==> src/rtl/tca_pkg.sv <==
// Package with register map, field layout, carriers and states of the averager.
package tca_pkg;
  // Register indices; the Wishbone byte address is four times the index.
  localparam logic [15:0] IDX_CTRL = 16'hffa0;
  localparam logic [15:0] IDX_AVN = 16'hffa1;
  localparam logic [15:0] IDX_NOISE = 16'hffa2;
  localparam logic [15:0] IDX_STAT = 16'hffa3;
  localparam logic [15:0] IDX_SPD_LO = 16'hffa4;
  localparam logic [15:0] IDX_SPD_HI = 16'hffa5;
  localparam logic [15:0] IDX_X_LO = 16'hffa8;
  localparam logic [15:0] IDX_X_HI = 16'hffa9;
  localparam logic [15:0] IDX_Y_LO = 16'hffaa;
  localparam logic [15:0] IDX_Y_HI = 16'hffab;
  // Field positions.
  localparam int unsigned CTRL_RUN_BIT = 0;
  localparam int unsigned CTRL_CONST_BIT = 4;
  localparam int unsigned STAT_FLAG_BIT = 0;
  // Reset values.
  localparam logic [3:0] NOISE_RESET = 4'h8;
  localparam logic [2:0] AVN_RESET = 3'h0;
  localparam logic [7:0] SPD_RESET = 8'h00;
  // Shift amounts: samples per axis are two to the power of the shift.
  localparam logic [3:0] SHIFT_X16 = 4'h8;
  localparam logic [3:0] SHIFT_X8 = 4'h7;
  localparam logic [3:0] SHIFT_X4 = 4'h6;
  localparam logic [3:0] SHIFT_X2 = 4'h5;
  localparam logic [3:0] SHIFT_X1 = 4'h4;

  typedef enum logic [1:0] {ST_IDLE, ST_X, ST_Y} tca_phase_type;

  // Request towards the converter and the sample it returns.
  typedef struct packed {
    logic req;
    logic axis;
  } tca_adc_req_type;

  typedef struct packed {
    logic valid;
    logic [11:0] data;
  } tca_adc_res_type;

  // Whole state of the averager.
  typedef struct packed {
    tca_phase_type phase;
    logic ack;
    logic [7:0] rdat;
    logic run;
    logic const_mode;
    logic [2:0] average_count_select;
    logic [3:0] noise_sel;
    logic [7:0] spd_lo;
    logic [7:0] spd_hi;
    logic [11:0] x_val;
    logic [11:0] y_val;
    logic flag;
    logic [3:0] shift;
    logic [3:0] next_shift;
    logic [8:0] cnt;
    logic [19:0] sum;
    logic [11:0] vmax;
    logic [11:0] vmin;
    logic [11:0] x_mean;
    logic x_ok;
    logic [11:0] prev_x;
    logic [11:0] prev_y;
    tca_adc_req_type adc;
  } tca_state_type;
endpackage : tca_pkg

==> src/rtl/tca_averager.sv <==
// Touch coordinate averager with a classic Wishbone register slave.
// Notes on behaviour
// Average 16 to 256 samples per axis.
// X result twelve bits, low byte then nibble.
// Y result twelve bits, low byte then nibble.
// Flag raised when both X and Y written.
// Constant bit one selects fixed count.
// Count selector maps to sixteen times 16..1.
// Same count for X and Y.
// Constant bit zero is normal; resets zero.
// Speed is sum of absolute coordinate differences.
// Four thresholds choose next detection count.
// Slower pen gives more conversions.
// Speed threshold code n means 2(n+1).
// Software keeps thresholds in descending order.
// Track maximum and minimum per axis.
// Spread above noise threshold skips update.
// Noise threshold code n means 4(n+1).
// Noise threshold resets to code eight.
// Software tunes noise threshold for its needs.
// Update flag set after result registers written.
// Run bit repeats detection, zero stops it.
// Speed above thresholds picks 16x1 to 16x16.
// Results read-only, upper nibble reads zero.
//
// Our own choice: the Wishbone interface to the registers.
`timescale 1ns/1ps
`default_nettype none
module tca_averager (
  // Clock and reset.
  input wire logic mclk,
  input wire logic reset_n,
  // Wishbone slave.
  input wire logic wb_cyc_i,
  input wire logic wb_stb_i,
  input wire logic wb_we_i,
  input wire logic [17:0] wb_adr_i,
  input wire logic [3:0] wb_sel_i,
  input wire logic [31:0] wb_dat_i,
  output logic [31:0] wb_dat_o,
  output logic wb_ack_o,
  // Converter side.
  output tca_pkg::tca_adc_req_type adc_req,
  input wire tca_pkg::tca_adc_res_type adc_res,
  // Data update flag as a level.
  output logic data_update_flag
);

  tca_pkg::tca_state_type s_r;
  tca_pkg::tca_state_type s_nxt;

  // Next state: bus slave, registers and the sampling sequence.
  always_comb begin
    logic acc;
    logic wr;
    logic [15:0] idx;
    logic [19:0] sum_new;
    logic [11:0] max_new;
    logic [11:0] min_new;
    logic [11:0] mean;
    logic [11:0] spread;
    logic [6:0] noise_thr;
    logic noisy;
    logic last;
    logic [12:0] speed;
    logic [12:0] dx;
    logic [12:0] dy;
    logic [3:0] sel_shift;
    logic [3:0] fixed_shift;
    acc = 1'b0;
    wr = 1'b0;
    idx = 16'h0000;
    sum_new = 20'h00000;
    max_new = 12'h000;
    min_new = 12'h000;
    mean = 12'h000;
    spread = 12'h000;
    noise_thr = 7'h00;
    noisy = 1'b0;
    last = 1'b0;
    speed = 13'h0000;
    dx = 13'h0000;
    dy = 13'h0000;
    sel_shift = tca_pkg::SHIFT_X16;
    fixed_shift = tca_pkg::SHIFT_X16;
    s_nxt = s_r;

    // One wait state: ack follows the request by one cycle.
    acc = wb_cyc_i & wb_stb_i & ~s_r.ack;
    wr = acc & wb_we_i & wb_sel_i[0];
    idx = wb_adr_i[17:2];
    s_nxt.ack = acc;

    // Read mux; unmapped indices read as zero.
    s_nxt.rdat = 8'h00;
    unique case (idx)
      tca_pkg::IDX_CTRL: begin
        s_nxt.rdat[tca_pkg::CTRL_RUN_BIT] = s_r.run;
        s_nxt.rdat[tca_pkg::CTRL_CONST_BIT] = s_r.const_mode;
      end
      tca_pkg::IDX_AVN: s_nxt.rdat = {5'h00, s_r.average_count_select};
      tca_pkg::IDX_NOISE: s_nxt.rdat = {4'h0, s_r.noise_sel};
      tca_pkg::IDX_STAT: s_nxt.rdat[tca_pkg::STAT_FLAG_BIT] = s_r.flag;
      tca_pkg::IDX_SPD_LO: s_nxt.rdat = s_r.spd_lo;
      tca_pkg::IDX_SPD_HI: s_nxt.rdat = s_r.spd_hi;
      tca_pkg::IDX_X_LO: s_nxt.rdat = s_r.x_val[7:0];
      tca_pkg::IDX_X_HI: s_nxt.rdat = {4'h0, s_r.x_val[11:8]};
      tca_pkg::IDX_Y_LO: s_nxt.rdat = s_r.y_val[7:0];
      tca_pkg::IDX_Y_HI: s_nxt.rdat = {4'h0, s_r.y_val[11:8]};
      default: s_nxt.rdat = 8'h00;
    endcase

    // Register writes; result registers take no writes.
    if (wr) begin
      unique case (idx)
        tca_pkg::IDX_CTRL: begin
          s_nxt.run = wb_dat_i[tca_pkg::CTRL_RUN_BIT];
          s_nxt.const_mode = wb_dat_i[tca_pkg::CTRL_CONST_BIT];
        end
        tca_pkg::IDX_AVN: s_nxt.average_count_select = wb_dat_i[2:0];
        tca_pkg::IDX_NOISE: s_nxt.noise_sel = wb_dat_i[3:0];
        tca_pkg::IDX_STAT: begin
          if (wb_dat_i[tca_pkg::STAT_FLAG_BIT]) begin
            s_nxt.flag = 1'b0;
          end
        end
        tca_pkg::IDX_SPD_LO: s_nxt.spd_lo = wb_dat_i[7:0];
        tca_pkg::IDX_SPD_HI: s_nxt.spd_hi = wb_dat_i[7:0];
        default: s_nxt.run = s_nxt.run;
      endcase
    end

    // Fixed count from the selector; top bit set means 16x1.
    if (s_r.average_count_select[2]) begin
      fixed_shift = tca_pkg::SHIFT_X1;
    end else begin
      unique case (s_r.average_count_select[1:0])
        2'h0: fixed_shift = tca_pkg::SHIFT_X16;
        2'h1: fixed_shift = tca_pkg::SHIFT_X8;
        2'h2: fixed_shift = tca_pkg::SHIFT_X4;
        2'h3: fixed_shift = tca_pkg::SHIFT_X2;
      endcase
    end

    // Sample accumulation shared by both axes.
    sum_new = s_r.sum + {8'h00, adc_res.data};
    if (s_r.cnt == 9'h000) begin
      max_new = adc_res.data;
      min_new = adc_res.data;
    end else begin
      max_new = (adc_res.data > s_r.vmax) ? adc_res.data : s_r.vmax;
      min_new = (adc_res.data < s_r.vmin) ? adc_res.data : s_r.vmin;
    end
    mean = 12'(sum_new >> s_r.shift);
    spread = max_new - min_new;
    noise_thr = {1'b0, s_r.noise_sel, 2'b00} + 7'h04;
    noisy = {1'b0, spread} > {6'h00, noise_thr};
    last = (s_r.cnt + 9'h001) == (9'h001 << s_r.shift);

    // Speed and next count from the four thresholds.
    dx = (s_r.prev_x > s_r.x_mean) ? 13'(s_r.prev_x - s_r.x_mean)
                                   : 13'(s_r.x_mean - s_r.prev_x);
    dy = (s_r.prev_y > mean) ? 13'(s_r.prev_y - mean)
                             : 13'(mean - s_r.prev_y);
    speed = dx + dy;
    if (speed > {7'h00, s_r.spd_hi[7:4], 1'b0} + 13'h0002) begin
      sel_shift = tca_pkg::SHIFT_X1;
    end else if (speed > {7'h00, s_r.spd_hi[3:0], 1'b0} + 13'h0002) begin
      sel_shift = tca_pkg::SHIFT_X2;
    end else if (speed > {7'h00, s_r.spd_lo[7:4], 1'b0} + 13'h0002) begin
      sel_shift = tca_pkg::SHIFT_X4;
    end else if (speed > {7'h00, s_r.spd_lo[3:0], 1'b0} + 13'h0002) begin
      sel_shift = tca_pkg::SHIFT_X8;
    end else begin
      sel_shift = tca_pkg::SHIFT_X16;
    end

    // Detection sequence.
    unique case (s_r.phase)
      tca_pkg::ST_IDLE: begin
        if (s_r.run) begin
          s_nxt.shift = s_r.const_mode ? fixed_shift : s_r.next_shift;
          s_nxt.phase = tca_pkg::ST_X;
          s_nxt.adc.req = 1'b1;
          s_nxt.adc.axis = 1'b0;
        end
      end
      tca_pkg::ST_X: begin
        if (!s_r.run) begin
          s_nxt.phase = tca_pkg::ST_IDLE;
          s_nxt.adc.req = 1'b0;
          s_nxt.cnt = 9'h000;
          s_nxt.sum = 20'h00000;
        end else if (adc_res.valid) begin
          s_nxt.sum = sum_new;
          s_nxt.vmax = max_new;
          s_nxt.vmin = min_new;
          s_nxt.cnt = s_r.cnt + 9'h001;
          if (last) begin
            s_nxt.x_mean = mean;
            s_nxt.x_ok = ~noisy;
            s_nxt.cnt = 9'h000;
            s_nxt.sum = 20'h00000;
            s_nxt.phase = tca_pkg::ST_Y;
            s_nxt.adc.axis = 1'b1;
          end
        end
      end
      tca_pkg::ST_Y: begin
        if (!s_r.run) begin
          s_nxt.phase = tca_pkg::ST_IDLE;
          s_nxt.adc.req = 1'b0;
          s_nxt.cnt = 9'h000;
          s_nxt.sum = 20'h00000;
        end else if (adc_res.valid) begin
          s_nxt.sum = sum_new;
          s_nxt.vmax = max_new;
          s_nxt.vmin = min_new;
          s_nxt.cnt = s_r.cnt + 9'h001;
          if (last) begin
            if (s_r.x_ok) begin
              s_nxt.x_val = s_r.x_mean;
            end
            if (!noisy) begin
              s_nxt.y_val = mean;
            end
            if (s_r.x_ok && !noisy) begin
              s_nxt.flag = 1'b1;
            end
            s_nxt.prev_x = s_r.x_mean;
            s_nxt.prev_y = mean;
            s_nxt.next_shift = sel_shift;
            s_nxt.shift = s_r.const_mode ? fixed_shift : sel_shift;
            s_nxt.cnt = 9'h000;
            s_nxt.sum = 20'h00000;
            s_nxt.phase = tca_pkg::ST_X;
            s_nxt.adc.axis = 1'b0;
          end
        end
      end
      // The fourth phase code is unused; fall back to idle with no request.
      default: begin
        s_nxt.phase = tca_pkg::ST_IDLE;
        s_nxt.adc.req = 1'b0;
        s_nxt.cnt = 9'h000;
        s_nxt.sum = 20'h00000;
      end
    endcase
  end

  // State register with synchronous reset.
  always_ff @(posedge mclk) begin
    if (!reset_n) begin
      s_r <= '0;
      s_r.phase <= tca_pkg::ST_IDLE;
      s_r.const_mode <= 1'b0;
      s_r.average_count_select <= tca_pkg::AVN_RESET;
      s_r.noise_sel <= tca_pkg::NOISE_RESET;
      s_r.spd_lo <= tca_pkg::SPD_RESET;
      s_r.spd_hi <= tca_pkg::SPD_RESET;
      s_r.shift <= tca_pkg::SHIFT_X16;
      s_r.next_shift <= tca_pkg::SHIFT_X16;
    end else begin
      s_r <= s_nxt;
    end
  end

  // Outputs straight from the state register.
  assign wb_ack_o = s_r.ack;
  assign wb_dat_o = {24'h000000, s_r.rdat};
  assign adc_req = s_r.adc;
  assign data_update_flag = s_r.flag;

endmodule : tca_averager
`default_nettype wire

==> config.mk <==
export PLATFORM = sky130hd
export DESIGN_NAME = tca_averager
export DESIGN_NICKNAME = d
export VERILOG_FILES = /design/src/rtl/tca_pkg.sv /design/src/rtl/tca_averager.sv
export SDC_FILE = /design/constraint.sdc
export NUM_CORES = 1
export LEC_CHECK = 0
export BUFFER_PORTS_ARGS = -buffer_cell sky130_fd_sc_hd__buf_2
export CAP_MARGIN = 20
export CORE_AREA = 2 2 142 158
export DETAILED_ROUTE_END_ITERATION = 6
export DIE_AREA = 0 0 144 160
export HOLD_SLACK_MARGIN = 0.1
export PLACE_DENSITY = 0.85
export SLEW_MARGIN = 0
export SYNTH_ARGS = -nofsm -noshare
export SYNTH_HDL_FRONTEND = slang
export SYNTH_SLANG_ARGS = --single-unit
==> constraint.sdc <==
create_clock -name mclk -period 24.6 [get_ports mclk]
set_clock_uncertainty 0.15 [all_clocks]
set_input_delay 2.46 -clock mclk [delete_from_list [all_inputs] [get_ports mclk]]
set_output_delay 2.46 -clock mclk [all_outputs]
set_load 0.01 [all_outputs]
# After elaboration in Yosys (flattened, before gate mapping)
# Cells that the tools add are included.
dict set report op_classes {
  addsub 13
  magnitude_cmp 9
  eq_ne 28
  shifts 2
  mux 55
  bitwise 7
  reduce_logical 24
}
# cell count
set ops {}
lappend ops {{equality test 16 bit, second input constant} 10}
lappend ops {{two-way mux 29 bit} 3}
lappend ops {{one-hot mux 29 bit (3 select lines)} 1}
lappend ops {{two-way mux 66 bit} 1}
lappend ops {{two-way mux 62 bit} 1}
lappend ops {{greater-than comparator 13 x 6 -> 1 bit} 4}
lappend ops {{subtractor 12 x 12 -> 13 bit} 4}
lappend ops {{two-way mux 12 bit} 4}
lappend ops {{one-hot mux 24 bit (2 select lines)} 1}
lappend ops {{two-way mux 13 bit} 3}
lappend ops {{two-way mux 38 bit} 1}
lappend ops {{two-way mux 37 bit} 1}
lappend ops {{greater-than comparator 12 bit} 3}
lappend ops {{two-way mux 4 bit} 8}
lappend ops {{AND reduction 5 bit} 5}
lappend ops {{adder 5 x 2 -> 6 bit, second input constant} 4}
lappend ops {{two-way mux 24 bit} 1}
lappend ops {{one-hot mux 3 bit (8 select lines)} 1}
lappend ops {{adder 20 x 12 -> 20 bit} 1}
lappend ops {{>> shifter 20 x 4 -> 12 bit} 1}
lappend ops {{two-way mux 2 bit} 8}
lappend ops {{!= test 2 bit, second input constant} 8}
lappend ops {{one-hot mux 4 bit (4 select lines)} 1}
lappend ops {{adder 13 bit} 1}
lappend ops {{other kinds (32)} 62}
dict set report totals {
  register_bits 161
  input_bits 72
  out_inout_bits 36
  word_cells 162
}

# Logic depth before layout (Yosys ltp)
dict set report logic_depth {
  word_depth 15
  ltp_mapped 35
  ltp_nobuf 33
}

# Worst setup path after synthesis
# No wires, ideal clock.
dict set report synth_path {
  path_type {in2reg}
  startpoint {input adc_res[8] (netlist name)}
  endpoint {register s_r[98] (netlist name)}
  setup_ns 0.145
  arrival_time_ns 9.567
  required_ns 24.305
  slack_ns 14.738
  stages 31
  path_buffers 4
  path_cell_list {ha_1 > clkbuf_1 > o21ai_0 > or4_1 > buf_2 > a2111oi_4 > xor2_1 > mux2i_1 > or4_1 > o21ai_2 > ha_1 > clkbuf_1 > a21o_1 > a21o_1 > a2111oi_0 > or2_2 > buf_2 > mux2_2 > o211ai_1 > xnor2_1 > ha_1 > or3_1 > or3_1 > o21ai_0 > o21bai_1 > nor2_1 > a211oi_1 > xnor2_1 > xnor2_1 > nor4b_1 > a21boi_0}
}
dict set report synth_between {
  elab_chain_len 15
  elab_cells_between_ends 20
  classes_between {add/sub: 4; order compare: 5; shift: 1; mux: 10}
}
# item line_no
set synth_rtl {}
lappend synth_rtl {{from (decl)} tca_averager.sv:44} ;# input wire tca_pkg::tca_adc_res_type adc_res,
lappend synth_rtl {{adder 20 x 12 -> 20 bit *} tca_averager.sv:146} ;# sum_new = s_r.sum + {8'h00, adc_res.data};
lappend synth_rtl {{>> shifter 20 x 4 -> 12 bit *} tca_averager.sv:154} ;# mean = 12'(sum_new >> s_r.shift);
lappend synth_rtl {{subtractor 12 x 12 -> 13 bit, or another cell as far along} tca_averager.sv:164} ;# : 13'(mean - s_r.prev_y);
lappend synth_rtl {{two-way mux 13 bit *} tca_averager.sv:163} ;# dy = (s_r.prev_y > mean) ? 13'(s_r.prev_y - mean)
lappend synth_rtl {{adder 13 bit *} tca_averager.sv:165} ;# speed = dx + dy;
lappend synth_rtl {{greater-than comparator 13 x 6 -> 1 bit} tca_averager.sv:172} ;# end else if (speed > {7'h00, s_r.spd_lo[3:0], 1'b0} + 13'h0002) begin
lappend synth_rtl {{two-way mux 4 bit} tca_averager.sv:172}
lappend synth_rtl {{two-way mux 4 bit} tca_averager.sv:170} ;# end else if (speed > {7'h00, s_r.spd_lo[7:4], 1'b0} + 13'h0002) begin
lappend synth_rtl {{two-way mux 4 bit} tca_averager.sv:168} ;# end else if (speed > {7'h00, s_r.spd_hi[3:0], 1'b0} + 13'h0002) begin
lappend synth_rtl {{two-way mux 4 bit *} tca_averager.sv:166} ;# if (speed > {7'h00, s_r.spd_hi[7:4], 1'b0} + 13'h0002) begin
lappend synth_rtl {{two-way mux 4 bit *} tca_averager.sv:233} ;# s_nxt.shift = s_r.const_mode ? fixed_shift : sel_shift;
lappend synth_rtl {{two-way mux 38 bit *} tca_averager.sv:220} ;# if (last) begin
lappend synth_rtl {{two-way mux 62 bit *} tca_averager.sv:215} ;# end else if (adc_res.valid) begin
lappend synth_rtl {{two-way mux 9 bit *} tca_averager.sv:210} ;# if (!s_r.run) begin
lappend synth_rtl {{one-hot mux 4 bit (2 select lines) *} tca_averager.sv:179} ;# unique case (s_r.phase)
lappend synth_rtl {{to (signal assigned)} tca_averager.sv:264} ;# s_r <= s_nxt;
lappend synth_rtl {{to (decl)} tca_averager.sv:49} ;# tca_pkg::tca_state_type s_r;
# Mark *: on every way between the ends. The rest lies on a longest branch, timed or not. The select of a mux whose other input is x is not followed.
# A chain may end at the register's enable or synchronous reset.

# Final worst setup path
dict set report layout_path {
  startpoint {input adc_res[0] (netlist name)}
  endpoint {register s_r[98] (netlist name)}
}
# Same word-level chain as after synthesis.

==> qor.yml <==
outcome:
  status: "finished clean"
grt:
  grt_pass1_vias: 13000
  track_usage_pct: 32.6
  met1_usage_pct: 39.0
  grt_max_degree: 75
  grt_pass1_wl_microns: 61500
  use_met3_pct: 4.80
  top_usage_layer: "met2"
  antenna_found_initial: 1
  use_met2_pct: 56.8
  grt_overflow_total: 0
routing:
  dr.pass1.iters: 7
  drc_errors: 0
  drt-initial-drc-count: 1271
  wl_microns: 38100
  wl_per_cell_microns: 18.1
  drtAntennaViolNets: 0
  viasPerCell: 6.41
  vias: 13500
die:
  die_area_sq_um: 23000
  core-area_sq_um: 21600
  pin_count: 108
  die_w_microns: 144
  start_util_pct: 65.4
  fp-row-count: 57
  fp.dieH_microns: 160
yosys:
  synth.distinct_cells: 85
  synthFlopType: "dfxtp_1"
  ys_ff_latch: 161
  yosys_warnings: 0
  synth_area_leaders: "dfxtp_1, ha_1, mux2i_1"
  synth-edff-count: 0
  synthCells: 1817
  synth_common_cells: "nor2_1, a21oi_1, dfxtp_1"
  synth_top_cell_by_area: "dfxtp_1"
  syn_area_sq_um: 14100
  ys_async_sr_fraction_pct: 0
  avgSynthCellArea_sq_um: 7.78
  yosysMostFrequentCell: "nor2_1"
  yosysSeqAreaShare_pct: 22.8
  synth_top_area_share_pct: 22.8
clock_tree:
  cts.sinks: 161
  htree_levels: 4
  cts_resized: 0
  clock_latency_ns: 0.45
  cts.clk_slew.worst_paths_ns: 0.08
  cts_root_buffer: "clkbuf_16"
  cts-hold-fix-buffers: 0
  postCtsSetupBuffers: 0
  numCtsBuffers: 17
  cts_buffer_depth: 2
  cts_tree: "yes"
sta:
  finalSetupViolCount: 0
  fin_crit_sh_pct: 47.8
  min_period_ns: 11.77
  drv_slew: 0
  hold_viol: 0
  finalSetupTns_ns: 0
  post-route-worst-setup-slack_ns: 12.83
  relSlewSlack_pct: 26.9
  worst_slew_pin_slew_ns: 1.10
  max_freq_mhz: 85.0
  rsz0062_at_grt: "no"
critical_path:
  cp.arrival_ns: 11.90
  crit_path_top_delay_cell: "nor4b_1"
  path_max_fanout: 10
  end_kind: "register"
  worst_path_most_repeated_cell: "a21oi_1"
  cp.required_ns: 24.74
  crit_path_max_incr_delay_ns: 0.76
  start_kind: "primary input"
  crit_type: "primary input to register"
power:
  power.internal_w: 0.000429
  peakVddDrop_uv: 52.3
  seq_power_share_pct: 42.5
  sw_frac_of_total_pct: 30.1
  switchingPower_w: 0.000184
  p_clk_share_pct: 45.1
  cellPowerDensity_nw_per_um2: 41.1
  power.leakage_nw: 5.94
  combPwrFrac_pct: 12.5
finish:
  stdcell_area_sq_um: 14900
  layout.nets: 2018
  synthToLayoutAreaGrowth_pct: 5.60
  drive_above_1_share_pct: 9.19
  fillCellCount: 1750
run:
  drv_cap: 0
placement:
  gp_congestion: 0.960
  place_ws_ns: 12.63
  port_buffers: 54
  place_hpwl_microns: 27600
  place_area_sq_um: 14300
min_path:
  hp-class: "register to register"
-- power groups by stage --
stage	Sequential [W]	Combinational (W)	Clock [W]
4_1_cts	0.000260	0.0000751	0.000277
3_3_place_gp	0.000267	0.0000711	0
6_report	0.000260	0.0000765	0.000276
2_1_floorplan	0.000267	0.0000563	0
3_5_place_dp	0.000267	0.0000745	0
5_1_grt	0.000260	0.0000842	0.000286
-- cell usage in the layout (no fill, tap or decap), types with 18 or more instances in the layout --
master | Yosys | layout
or3_1 | 19 | 19
nor2_1 | 214 | 214
inv_1 | 132 | 131
nand2_1 | 108 | 108
nand3_1 | 52 | 52
dfxtp_1 | 161 | 161
ha_1 | 146 | 146
a21o_1 | 30 | 30
nor2b_1 | 21 | 21
o21ai_0 | 91 | 90
mux2_2 | 34 | 34
nor3_1 | 18 | 18
xnor2_1 | 39 | 39
a21oi_1 | 162 | 162
a211oi_1 | 33 | 33
conb_1 | 1 | 24
nand2b_1 | 18 | 18
mux2i_1 | 83 | 83
buf_2 | 15 | 54
a22oi_1 | 29 | 29
nand4_1 | 20 | 20
-- cell families after synthesis --
group / after synthesis / synth area share, %
muxes: 121 / 9.17
DFF: 161 / 22.8
and+or+nand+nor: 550 / 18.7
AOI/OAI and AO/OA: 507 / 23.6
buffers and inverters: 267 / 8.20
adders and majority gates: 153 / 13.9
other: 1 / 0.0265
xor gates and xnor gates: 57 / 3.63
-- final timing paths --
check	from	end	slack (ns)	cells after the start
max	adc_res[0]	s_r[98]	12.83	30
min	wb_ack_o	wb_ack_o	0.31	1
min reg2reg	wb_ack_o	wb_ack_o	0.31	1
max reg2reg	s_r[63]	s_r[98]	14.68	29
-- critical path, delay by kind of cell --
family | cells | cell delay, ns
AO/OA/AOI/OAI | 16 | 4.66
adder cells (fa/ha/maj) | 5 | 1.63
AND/OR/NAND/NOR | 5 | 2.09
buffers and inverters | 2 | 0.24
XOR/XNOR | 1 | 0.43
multiplexers | 1 | 0.38
-- sequential cells by signal, indices dropped and copies added, names as in the netlist --
register / count
s_r: 149
wb_dat_o: 8
adc_req: 2
data_update_flag: 1
wb_ack_o: 1
-- through the flow --
step	total power (W)	hold WS, ns	utilization [%]	instances
floorplan	0.000323	0.279	-	1840
global placement	0.000338	0.279	66.3	2069
detailed placement	0.000341	0.297	66.3	2069
CTS	0.000613	0.307	69.1	2101
global route	0.000630	0.316	69.1	2101
finish	0.000613	0.306	69.1	2102
-- final cells by class --
| class | instances | area, sq um | share of cell area, % |
|---|---|---|---|
| Multi-Input combinational cell | 1412 | 9860 | 66.0 |
| Inverter | 135 | 509 | 3.41 |
| Clock buffer | 17 | 425 | 2.85 |
| Tap cell | 295 | 369 | 2.47 |
| Clock inverter | 15 | 185 | 1.24 |
| Timing Repair Buffer | 66 | 360 | 2.41 |
| Sequential cell | 161 | 3220 | 21.6 |
| Antenna cell | 1 | 2.50 | 0.0168 |
-- per-layer routing --
metal / up-vias / part of all wire, %
met4: 0 / 4.3
met3: 126 / 6.6
met2: 555 / 50
met1: 6335 / 39
li1: 6450 / -
met5: - / 0
No activity file was read; power rests on OpenSTA's default activity.
